==> config.mk <==
export PLATFORM = sky130hd
export DESIGN_NAME = dmcd_mode_decoder
export DESIGN_NICKNAME = d
export VERILOG_FILES = /design/src/design/dmcd_pkg.sv /design/src/design/dmcd_cmd_if.sv /design/src/design/dmcd_cmd_capture.sv /design/src/design/dmcd_mode_decoder.sv
export VERILOG_INCLUDE_DIRS = /design/src /design/src/design
export SDC_FILE = /design/constraint.sdc
export NUM_CORES = 1
export LEC_CHECK = 0
export ABC_CLOCK_PERIOD_IN_PS = 1760
export BUFFER_PORTS_ARGS = -buffer_cell sky130_fd_sc_hd__buf_4
export CORE_ASPECT_RATIO = 1.25
export CORE_MARGIN = 2
export CORE_UTILIZATION = 35
export CTS_CLUSTER_SIZE = 40
export DETAILED_ROUTE_END_ITERATION = 10
export PLACE_DENSITY = 0.52
export SLEW_MARGIN = 40
export SYNTH_ARGS = -nofsm -noshare
export SYNTH_HDL_FRONTEND = slang
export SYNTH_SLANG_ARGS = --single-unit
==> constraint.sdc <==
create_clock -name ref_clk -period 1.76 [get_ports ref_clk]
set_input_delay 0.088 -clock ref_clk [delete_from_list [all_inputs] [get_ports ref_clk]]
set_output_delay 0.088 -clock ref_clk [all_outputs]
set_load 0.03 [all_outputs]
==> src/design/dmcd_regs.svh <==
// Command codes, reset values and timing constants of the display mode command decoder
`ifndef DMCD_REGS_SVH
`define DMCD_REGS_SVH

// Command bytes, written with the data/command select low
`define DMCD_CMD_SOFT_RESET          8'h01
`define DMCD_CMD_SLEEP_IN            8'h10
`define DMCD_CMD_LEAVE_SLEEP         8'h11
`define DMCD_CMD_PARTIAL_NORMAL_OFF  8'h12
`define DMCD_CMD_NORMAL_DISPLAY      8'h13
`define DMCD_CMD_INVERSION_DISABLE   8'h20
`define DMCD_CMD_INVERSION_ENABLE    8'h21
`define DMCD_CMD_BLANK_OUTPUT        8'h28
`define DMCD_CMD_SHOW_OUTPUT         8'h29

// Reset values of the mode state and of the synchronised pins
`define DMCD_RST_NORMAL_OFF          1'b0
`define DMCD_RST_INVERSION           1'b0
`define DMCD_RST_DISPLAY_ON          1'b0
`define DMCD_PIN_IDLE                11'h700

// Timing: clock period and start-up phase lengths
`define DMCD_CLK_PERIOD_NS           8
`define DMCD_OSC_START_US            100
`define DMCD_DCDC_START_US           1000
`define DMCD_OFFSET_CHARGE_US        1000
`define DMCD_FRAME_PERIOD_US         16667
`define DMCD_AUTO_BLANK_FRAMES       2

// Least time in microseconds to whole clock cycles, rounded up
`define DMCD_US_TO_CYCLES(us) ((((us) * 1000) + `DMCD_CLK_PERIOD_NS - 1) / `DMCD_CLK_PERIOD_NS)

`endif

==> src/design/dmcd_pkg.sv <==
// Types shared by the display mode command decoder modules
package dmcd_pkg;

    // Power sequence states, one-hot
    typedef enum logic [5:0] {
        PWR_SLEEP_IN      = 6'b000001,
        PWR_OSC_START     = 6'b000010,
        PWR_DCDC_START    = 6'b000100,
        PWR_OFFSET_CHARGE = 6'b001000,
        PWR_AUTO_BLANK    = 6'b010000,
        PWR_SLEEP_OUT     = 6'b100000
    } dmcd_power_state_t;

    // One command byte from the host
    typedef logic [7:0] dmcd_cmd_byte_t;

endpackage : dmcd_pkg

==> src/design/dmcd_cmd_if.sv <==
// Captured command bytes passed from the pin capture to the decoder
`timescale 1ns/1ps
interface dmcd_cmd_if;
    logic                    cmdValid;
    dmcd_pkg::dmcd_cmd_byte_t cmdByte;

    modport producer (output cmdValid, output cmdByte);
    modport consumer (input cmdValid, input cmdByte);
endinterface : dmcd_cmd_if

==> src/design/dmcd_cmd_capture.sv <==
// Synchronises the host command pins and captures command bytes on write strobe rising edges
`timescale 1ns/1ps
`include "dmcd_regs.svh"
module dmcd_cmd_capture
    import dmcd_pkg::*;
(
    // Clock and reset
    input  wire logic       ref_clk,
    input  wire logic       rst_n,
    // Host pins
    input  wire logic       writeStrobeN,
    input  wire logic       readStrobeN,
    input  wire logic       dataCommandSelect,
    input  wire logic [7:0] dataBus,
    // Captured commands
    dmcd_cmd_if.producer    cmdPort
);

    logic [10:0]    pinMeta_r;
    logic [10:0]    pinSync_r;
    logic           wrPrev_r;
    logic           cmdValid_r;
    dmcd_cmd_byte_t cmdByte_r;

    wire  [10:0]    pinIn  = {readStrobeN, dataCommandSelect, writeStrobeN, dataBus};
    wire            wrSync = pinSync_r[8];
    wire            dcSync = pinSync_r[9];
    wire            rdSync = pinSync_r[10];
    wire            wrRise = wrSync & ~wrPrev_r;

    // Two-stage synchroniser; only the second stage feeds logic
    always_ff @(posedge ref_clk) begin
        if (!rst_n) begin
            pinMeta_r <= `DMCD_PIN_IDLE;
            pinSync_r <= `DMCD_PIN_IDLE;
            wrPrev_r  <= 1'b1;
        end else begin
            pinMeta_r <= pinIn;
            pinSync_r <= pinMeta_r;
            wrPrev_r  <= wrSync;
        end
    end

    // Byte taken on every strobe rising edge; flagged valid only while select is low and read strobe is high
    always_ff @(posedge ref_clk) begin
        if (!rst_n) begin
            cmdValid_r <= 1'b0;
            cmdByte_r  <= 8'h00;
        end else begin
            cmdValid_r <= wrRise & ~dcSync & rdSync;
            if (wrRise) begin
                cmdByte_r <= pinSync_r[7:0];
            end
        end
    end

    assign cmdPort.cmdValid = cmdValid_r;
    assign cmdPort.cmdByte  = cmdByte_r;

endmodule : dmcd_cmd_capture

==> src/design/dmcd_mode_decoder.sv <==
// Display mode command decoder: leave-sleep sequence, normal-off, inversion and display off
//
// Functional notes
// - Leave-sleep starts oscillator, then DC/DC converter, then panel offset charge, in order.
// - After supply start-up, two blank frames, then memory contents per current settings.
// - Automatic blank frames happen whatever the display on/off state or mode commands; only sleep-in 10h or soft reset 01h aborts them.
// - Byte 12h enters normal-off mode; idle settings apply, idle mode not entered.
// - Only normal-on byte 13h or soft reset byte 01h leaves normal-off mode, back to normal display.
// - Normal-off command is a no-operation while normal-off is already active.
// - Normal-on command is a no-operation while normal display is already active.
// - One mode bit: normal display on means exactly normal-off off.
// - Byte 20h leaves inversion; pixels shown without inversion.
// - Inversion-off command ignored when inversion is already off.
// - Byte 21h enters inversion; each frame memory pixel shown inverted.
// - Inversion-on command ignored when inversion is already on.
// - Byte 28h disables frame memory output and inserts a blank page.
// - Display-off changes no frame memory and no other mode or status.
// - Only display-on byte 29h leaves display-off mode.
// - Display-off command ignored when display-off is already active.
// - Sleep-out left only by byte 10h or soft reset byte 01h; repeated leave-sleep ignored.
`timescale 1ns/1ps
`include "dmcd_regs.svh"
module dmcd_mode_decoder
    import dmcd_pkg::*;
#(
    parameter int OSC_START_CYCLES    = `DMCD_US_TO_CYCLES(`DMCD_OSC_START_US),
    parameter int DCDC_START_CYCLES   = `DMCD_US_TO_CYCLES(`DMCD_DCDC_START_US),
    parameter int OFFSET_CHARGE_CYCLES = `DMCD_US_TO_CYCLES(`DMCD_OFFSET_CHARGE_US),
    parameter int FRAME_CYCLES        = `DMCD_US_TO_CYCLES(`DMCD_FRAME_PERIOD_US),
    parameter int AUTO_BLANK_FRAMES   = `DMCD_AUTO_BLANK_FRAMES,
    parameter int CNT_W               = 24
)
(
    // Clock and reset
    input  wire logic       ref_clk,
    input  wire logic       rst_n,

    // Host command pins
    input  wire logic       writeStrobeN,
    input  wire logic       readStrobeN,
    input  wire logic       dataCommandSelect,
    input  wire logic [7:0] dataBus,

    // Supply start-up controls
    output logic            oscEnable,
    output logic            dcdcEnable,
    output logic            offsetChargeEnable,

    // Panel output control
    output logic            sleepOut,
    output logic            autoBlankActive,
    output logic            frameStart,
    output logic            panelShowMemory,

    // Mode status
    output logic            normalMode,
    output logic            partialNormalOff,
    output logic            idleSettingsApply,
    output logic            inversionOn,
    output logic            displayOn,
    output logic            cmdIgnored
);

    // Last count of each timed phase
    localparam logic [CNT_W-1:0] OSC_LAST    = CNT_W'(OSC_START_CYCLES - 1);
    localparam logic [CNT_W-1:0] DCDC_LAST   = CNT_W'(DCDC_START_CYCLES - 1);
    localparam logic [CNT_W-1:0] CHARGE_LAST = CNT_W'(OFFSET_CHARGE_CYCLES - 1);
    localparam logic [CNT_W-1:0] FRAME_LAST  = CNT_W'(FRAME_CYCLES - 1);
    localparam logic [3:0]       BLANK_LAST  = 4'(AUTO_BLANK_FRAMES - 1);

    // Command carrier between capture and decoder
    dmcd_cmd_if cmdBus ();

    // Pin synchroniser and byte capture
    // Asynchronous pins are synchronised there
    dmcd_cmd_capture u_capture (
        .ref_clk           (ref_clk),
        .rst_n             (rst_n),
        .writeStrobeN      (writeStrobeN),
        .readStrobeN       (readStrobeN),
        .dataCommandSelect (dataCommandSelect),
        .dataBus           (dataBus),
        .cmdPort           (cmdBus.producer)
    );

    // True when a valid command carries the given code
    function automatic logic isCmd(
        input logic           valid,
        input dmcd_cmd_byte_t byteIn,
        input dmcd_cmd_byte_t code
    );
        isCmd = valid && (byteIn == code);
    endfunction : isCmd

    // True when a counter has reached its last count
    // At or past, so an upset count still ends
    function automatic logic cntDone(
        input logic [CNT_W-1:0] cnt,
        input logic [CNT_W-1:0] last
    );
        cntDone = (cnt >= last);
    endfunction : cntDone

    // State registers
    dmcd_power_state_t power_r;
    dmcd_power_state_t powerNxt;
    logic [CNT_W-1:0]  seqCnt_r;
    logic [CNT_W-1:0]  seqCntNxt;
    logic [CNT_W-1:0]  frameCnt_r;
    logic [CNT_W-1:0]  frameCntNxt;
    logic [3:0]        blankCnt_r;
    logic [3:0]        blankCntNxt;
    logic              normalOff_r;
    logic              normalOffNxt;
    logic              inversion_r;
    logic              inversionNxt;
    logic              show_output_cmd_r;
    logic              dispOnNxt;
    logic              ignoredNxt;

    // Command decode
    wire cmdValid          = cmdBus.cmdValid;
    wire dmcd_cmd_byte_t cb = cmdBus.cmdByte;
    wire softResetCmd         = isCmd(cmdValid, cb, `DMCD_CMD_SOFT_RESET);
    wire sleepInCmd           = isCmd(cmdValid, cb, `DMCD_CMD_SLEEP_IN);
    wire leaveSleepCmd        = isCmd(cmdValid, cb, `DMCD_CMD_LEAVE_SLEEP);
    wire partialNormalOffCmd  = isCmd(cmdValid, cb, `DMCD_CMD_PARTIAL_NORMAL_OFF);
    wire normalDisplayCmd     = isCmd(cmdValid, cb, `DMCD_CMD_NORMAL_DISPLAY);
    wire inversionDisableCmd  = isCmd(cmdValid, cb, `DMCD_CMD_INVERSION_DISABLE);
    wire inversionEnableCmd   = isCmd(cmdValid, cb, `DMCD_CMD_INVERSION_ENABLE);
    wire blankOutputCmd       = isCmd(cmdValid, cb, `DMCD_CMD_BLANK_OUTPUT);
    wire showOutputCmd        = isCmd(cmdValid, cb, `DMCD_CMD_SHOW_OUTPUT);

    // Frame timing runs whenever the oscillator is up
    wire oscRunning = (power_r != PWR_SLEEP_IN);
    wire frameTick  = oscRunning && cntDone(frameCnt_r, FRAME_LAST);

    // Sleep-exit sequence and sleep entry
    always_comb begin
        powerNxt    = power_r;
        seqCntNxt   = seqCnt_r + 1'b1;
        blankCntNxt = blankCnt_r;
        frameCntNxt = frameTick ? '0 : frameCnt_r + 1'b1;
        case (power_r)
            PWR_SLEEP_IN: begin
                seqCntNxt   = '0;
                frameCntNxt = '0;
                if (leaveSleepCmd) begin
                    powerNxt = PWR_OSC_START;
                end
            end
            PWR_OSC_START: begin
                if (cntDone(seqCnt_r, OSC_LAST)) begin
                    powerNxt  = PWR_DCDC_START;
                    seqCntNxt = '0;
                end
            end
            PWR_DCDC_START: begin
                if (cntDone(seqCnt_r, DCDC_LAST)) begin
                    powerNxt  = PWR_OFFSET_CHARGE;
                    seqCntNxt = '0;
                end
            end
            PWR_OFFSET_CHARGE: begin
                if (cntDone(seqCnt_r, CHARGE_LAST)) begin
                    powerNxt    = PWR_AUTO_BLANK;
                    seqCntNxt   = '0;
                    blankCntNxt = '0;
                    frameCntNxt = '0; // Blank frames start whole
                end
            end
            PWR_AUTO_BLANK: begin
                seqCntNxt = '0;
                if (frameTick) begin
                    if (blankCnt_r >= BLANK_LAST) begin
                        powerNxt = PWR_SLEEP_OUT;
                    end else begin
                        blankCntNxt = blankCnt_r + 1'b1;
                    end
                end
            end
            PWR_SLEEP_OUT: begin
                seqCntNxt = '0;
            end
            default: begin
                powerNxt  = PWR_SLEEP_IN;
                seqCntNxt = '0;
            end
        endcase
        // Sleep entry aborts or ends any waking state
        // Last, so it beats any phase step
        if (sleepInCmd || softResetCmd) begin
            powerNxt    = PWR_SLEEP_IN;
            seqCntNxt   = '0;
            frameCntNxt = '0;
            blankCntNxt = '0;
        end
    end

    // Display mode state: one bit each, commands that change nothing are no-ops
    always_comb begin
        normalOffNxt = normalOff_r;
        inversionNxt = inversion_r;
        dispOnNxt    = show_output_cmd_r;
        if (partialNormalOffCmd) begin
            normalOffNxt = 1'b1;
        end
        if (normalDisplayCmd) begin
            normalOffNxt = 1'b0;
        end
        if (inversionDisableCmd) begin
            inversionNxt = 1'b0;
        end
        if (inversionEnableCmd) begin
            inversionNxt = 1'b1;
        end
        if (blankOutputCmd) begin
            dispOnNxt = 1'b0;
        end
        if (showOutputCmd) begin
            dispOnNxt = 1'b1;
        end
        if (softResetCmd) begin
            normalOffNxt = `DMCD_RST_NORMAL_OFF;
            inversionNxt = `DMCD_RST_INVERSION;
            dispOnNxt    = `DMCD_RST_DISPLAY_ON;
        end
    end

    // Flags a command that found its target state already in place
    always_comb begin
        ignoredNxt = 1'b0;
        if (leaveSleepCmd && (power_r != PWR_SLEEP_IN)) begin
            ignoredNxt = 1'b1;
        end
        if (sleepInCmd && (power_r == PWR_SLEEP_IN)) begin
            ignoredNxt = 1'b1;
        end
        if (partialNormalOffCmd && normalOff_r) begin
            ignoredNxt = 1'b1;
        end
        if (normalDisplayCmd && !normalOff_r) begin
            ignoredNxt = 1'b1;
        end
        if (inversionDisableCmd && !inversion_r) begin
            ignoredNxt = 1'b1;
        end
        if (inversionEnableCmd && inversion_r) begin
            ignoredNxt = 1'b1;
        end
        if (blankOutputCmd && !show_output_cmd_r) begin
            ignoredNxt = 1'b1;
        end
        if (showOutputCmd && show_output_cmd_r) begin
            ignoredNxt = 1'b1;
        end
    end

    // Sequence state and counters
    always_ff @(posedge ref_clk) begin
        if (!rst_n) begin
            power_r    <= PWR_SLEEP_IN;
            seqCnt_r   <= '0;
            frameCnt_r <= '0;
            blankCnt_r <= '0;
        end else begin
            power_r    <= powerNxt;
            seqCnt_r   <= seqCntNxt;
            frameCnt_r <= frameCntNxt;
            blankCnt_r <= blankCntNxt;
        end
    end

    // Mode bits
    always_ff @(posedge ref_clk) begin
        if (!rst_n) begin
            normalOff_r <= `DMCD_RST_NORMAL_OFF;
            inversion_r <= `DMCD_RST_INVERSION;
            show_output_cmd_r    <= `DMCD_RST_DISPLAY_ON;
        end else begin
            normalOff_r <= normalOffNxt;
            inversion_r <= inversionNxt;
            show_output_cmd_r    <= dispOnNxt;
        end
    end

    // Supply enables follow the sequence and stay on until sleep-in or soft reset
    always_ff @(posedge ref_clk) begin
        if (!rst_n) begin
            oscEnable          <= 1'b0;
            dcdcEnable         <= 1'b0;
            offsetChargeEnable <= 1'b0;
        end else begin
            oscEnable          <= (powerNxt != PWR_SLEEP_IN);
            dcdcEnable         <= (powerNxt inside {PWR_DCDC_START, PWR_OFFSET_CHARGE,
                                                    PWR_AUTO_BLANK, PWR_SLEEP_OUT});
            offsetChargeEnable <= (powerNxt inside {PWR_OFFSET_CHARGE, PWR_AUTO_BLANK,
                                                    PWR_SLEEP_OUT});
        end
    end

    // Panel output: blank frames override the display on/off bit
    // Memory shown only after the blank frames
    always_ff @(posedge ref_clk) begin
        if (!rst_n) begin
            sleepOut        <= 1'b0;
            autoBlankActive <= 1'b0;
            frameStart      <= 1'b0;
            panelShowMemory <= 1'b0;
        end else begin
            sleepOut        <= (powerNxt == PWR_SLEEP_OUT);
            autoBlankActive <= (powerNxt == PWR_AUTO_BLANK);
            frameStart      <= frameTick;
            panelShowMemory <= (powerNxt == PWR_SLEEP_OUT) && dispOnNxt;
        end
    end

    // Mode status outputs
    // Driven from next values, in step with the mode bits
    always_ff @(posedge ref_clk) begin
        if (!rst_n) begin
            normalMode        <= ~`DMCD_RST_NORMAL_OFF;
            partialNormalOff  <= `DMCD_RST_NORMAL_OFF;
            idleSettingsApply <= `DMCD_RST_NORMAL_OFF;
            inversionOn       <= `DMCD_RST_INVERSION;
            displayOn         <= `DMCD_RST_DISPLAY_ON;
            cmdIgnored        <= 1'b0;
        end else begin
            normalMode        <= ~normalOffNxt;
            partialNormalOff  <= normalOffNxt;
            idleSettingsApply <= normalOffNxt;
            inversionOn       <= inversionNxt;
            displayOn         <= dispOnNxt;
            cmdIgnored        <= ignoredNxt;
        end
    end

endmodule : dmcd_mode_decoder

==> out/metrics.csv <==
stage;metric;value;unit
placement;dpl cells;646;
clock_network;CTS Buffer Depth;2;
timing;final setup vio count;6;
grt;initial antenna violation count;0;
power;Comb power frac;0.026;
route;Residual DRC;0;
setup_path;Worst EP arrival;2.08;ns
setup_path;cell with the largest stage delay on the worst path;or3_4;
route;Initial DRT Pass Iterations;4;
setup_path;Crit. End Element;flip-flop;
synthesis;sequential fraction of the synthesis area;0.501;
clock_network;CTS Root Cell;clkbuf_16;
grt;overall routing resource usage;0.138;
layout;antenna fix cells;0;
synthesis;Synth warnings;0;
grt;largest net degree at the start of global routing;23;
route;initial DRC count;170;
layout;nets;556;
power;internal cell power;3550;uW
layout;synthesis-to-finish area growth;36.4;%
setup_path;crit-path max FO;4;
setup_path;required time worst endpoint;2.04;ns
flow_run;max_cap viols;0;
power;switching power share of the total;0.215;
power;PD cells;815;nW/um^2
die;Die Span X;100;um
setup_path;crit path cell chain;or3_4 -> a2111o_1 -> o21a_4 -> a311o_1 -> a21oi_1;
timing;maximum clock rate;0.554;GHz
route;drt total wl;8230;um
synthesis;Distinct cells, synth;60;
clock_network;Clock Sinks;102;
placement;RD Place Congestion;0.817;
grt;global-route wire length before repair;14000;um
synthesis;Post-synth EDFFs;0;
power;sequential power share;0.520;
layout;Util after Layout;0.483;
power;Leakage;0.00216;uW
timing;hold slack;0.0234;ns
synthesis;Mapped Area;4070;sq um
die;DIE AREA;12500;sq um
die;IO Pins;26;
power;clock power share;0.454;
clock_network;CTS tree;yes;
outcome;status;complete, but fails checks;
placement;Port-buffer cells;25;
route;total number of vias;3294;
die;die height;125;um
setup_path;crit path kind;reg2reg;
power;maximum vdd drop;0.408;mV
route;Via density;4.84;
setup_path;Worst setup SP type;flip-flop;
timing;Final Cycle Share;1.03;
layout;ratio of cells with drive above 1 in the final layout;0.284;
layout;final std cells w/o fill;680;
grt;grt total ovfl;0;
outcome;failing checks;setup timing;
synthesis;most frequent cell after synthesis;dfxtp_1;
synthesis;Syn Area/Cell;9.36;sq um
route;antenna viol nets, final;0;
clock_network;CTS Buf Count;9;
timing;Sum Neg Setup Slack;-0.147;ns
synthesis;Synth area leader;dfxtp_1;
setup_path;Largest stage delay, worst path;0.38;ns
power;Tot Pwr;4530;uW
synthesis;Cells after Synth;435;
clock_network;clock latency at the later pin of the worst-skew pair;0.34;ns
die;Placeable Area;11500;sq um
timing;RSZ-0062 raised after global routing;yes;
die;Initial Utilization;0.354;
power;net load switching power;974;uW
timing;Clock Skews;0.00875;ns
synthesis;ys async rst share;0;
route;WL per Instance;12.1;um
timing;Final Worst Setup Slack;-0.0452;ns
synthesis;top_reg_cell synth;dfxtp_1;
clock_network;htree depth;3;
placement;dpl hpwl;5810;um
die;Core Rows;44;
clock_network;clk slew on worst S/H paths;0.07;ns
synthesis;Synth top area share;0.501;
worst_hold_path;worst hold path type;in2reg;
synthesis;flop and latch count out of synthesis;102;
synthesis;main area contributors after synthesis;dfxtp_1, xor2_1, nor2_1;
timing;Max Slew Vio Count;0;
synthesis;commonest cells in the netlist;dfxtp_1, nor2_1, nand2_1, xor2_1, and2_1;
grt;vias in the first global route;3259;
timing;max_slew headroom;0.664;
timing;Period minus WS final;1.81;ns
timing;Slew @ Worst Pin;0.504;ns
timing;Fin. Hold Viols;0;
-- metrics by stage --
stage / instance area (sq um) / worst slack [ns]
after floorplan: 4120 / -0.0391
after global placement: 4840 / -0.0413
after detailed placement: 4840 / -0.0980
after CTS: 5300 / -0.0862
after global routing: 5550 / -0.136
final: 5550 / -0.0452
-- registers in the layout (all words and copies together) (netlist names) --
name                        flops
panelShowMemory                 1
blankCnt_r                      4
frameCnt_r                     24
u_capture.pinMeta_r            11
frameStart                      1
inversionOn                     1
autoBlankActive                 1
sleepOut                        1
cmdIgnored                      1
u_capture.cmdPort.cmdValid      1
u_capture.cmdPort.cmdByte       8
u_capture.wrPrev_r              1
oscEnable                       1
dcdcEnable                      1
seqCnt_r                       24
offsetChargeEnable              1
idleSettingsApply               1
u_capture.pinSync_r            11
power_r                         6
displayOn                       1
normalMode                      1
-- layer usage --
layer | up-vias | wire length (um) | part of all wire | GRT usage
met5 | - | 0 | 0 | 0
met4 | 0 | 109 | 0.013 | 0.0556
met3 | 7 | 195 | 0.024 | 0.0297
met2 | 40 | 4420 | 0.54 | 0.248
met1 | 1560 | 3510 | 0.43 | 0.154
li1 | 1687 | - | - | -
-- cell type report --
type | count | area, sq um
Clock buffer | 9 | 225
Clock inverter | 7 | 87.6
Fill cell | 1054 | 5950
Inverter | 7 | 26.3
Multi-Input combinational cell | 316 | 2180
Sequential cell | 102 | 2050
Tap cell | 138 | 173
Timing Repair Buffer | 101 | 810
-- worst max-delay path, delay by kind of cell, from the launching register on --
family,cells,cell delay (ns)
AND/OR/NAND/NOR,1,0.38
AO/OA/AOI/OAI,4,1.06
flip-flops,1,0.30
-- power by group through the flow --
stage               logic (uW)  registers (uW)  clock network (uW)
global placement          95.0            2410                   0
global route               131            2360                2230
detailed placement        96.6            2410                   0
floorplan                 54.0            2400                   0
finish                     118            2350                2060
CTS                        116            2350                2130
-- cell families (layout without fill, tap and decap cells) --
kind of cell	count (synthesis)	in the layout	synth area share
buffers and inverters	26	124	0.0270
multiplexers	4	4	0.00983
adder cells (fa/ha/maj)	6	6	0.0184
flip-flops	102	102	0.501
AND/OR/NAND/NOR	208	208	0.269
AO/OA/AOI/OAI	52	52	0.0958
XOR/XNOR	36	36	0.0774
other	1	10	0.000921
-- worst paths after layout --
check | from | end | slack (ns) | cells after the start
hold / removal | rst_n | u_capture.pinMeta_r[8] | 0.02 | 2
hold reg to reg | u_capture.pinSync_r[9] | u_capture.cmdPort.cmdValid | 0.39 | 1
setup reg to reg | frameCnt_r[23] | power_r[4] | -0.05 | 5
setup / recovery | frameCnt_r[23] | power_r[4] | -0.05 | 5
-- layout by cell type, fill, tap and decap left out, drive strengths merged, types with 5 or more instances in the layout --
cell         instances
nand4               12
o21ai                6
xor2                24
a21oi                7
nand2b              10
clkbuf               9
buf                 90
o211ai               6
dfxtp              102
and3                10
nor2b                6
a31oi                5
ha                   6
dlygate4sd3         11
nand2               39
nand3               18
nor3                12
and2                22
nor4                10
nor2                53
conb                10
inv                 11
xnor2               12
a21boi               9
-- timing repair --
| action | in CTS | in global routing |
|---|---|---|
| buffers inserted | 0 | 6 |
| hold buffers | 11 | 0 |
| endpoints found under the setup margin | 45 | 57 |
| resized for setup | 8 | 49 |
| cloned | 0 | 1 |
| hold endpoints to repair | 11 | 0 |
| pin swaps | 4 | 19 |
(Power assumes the default switching activity.)
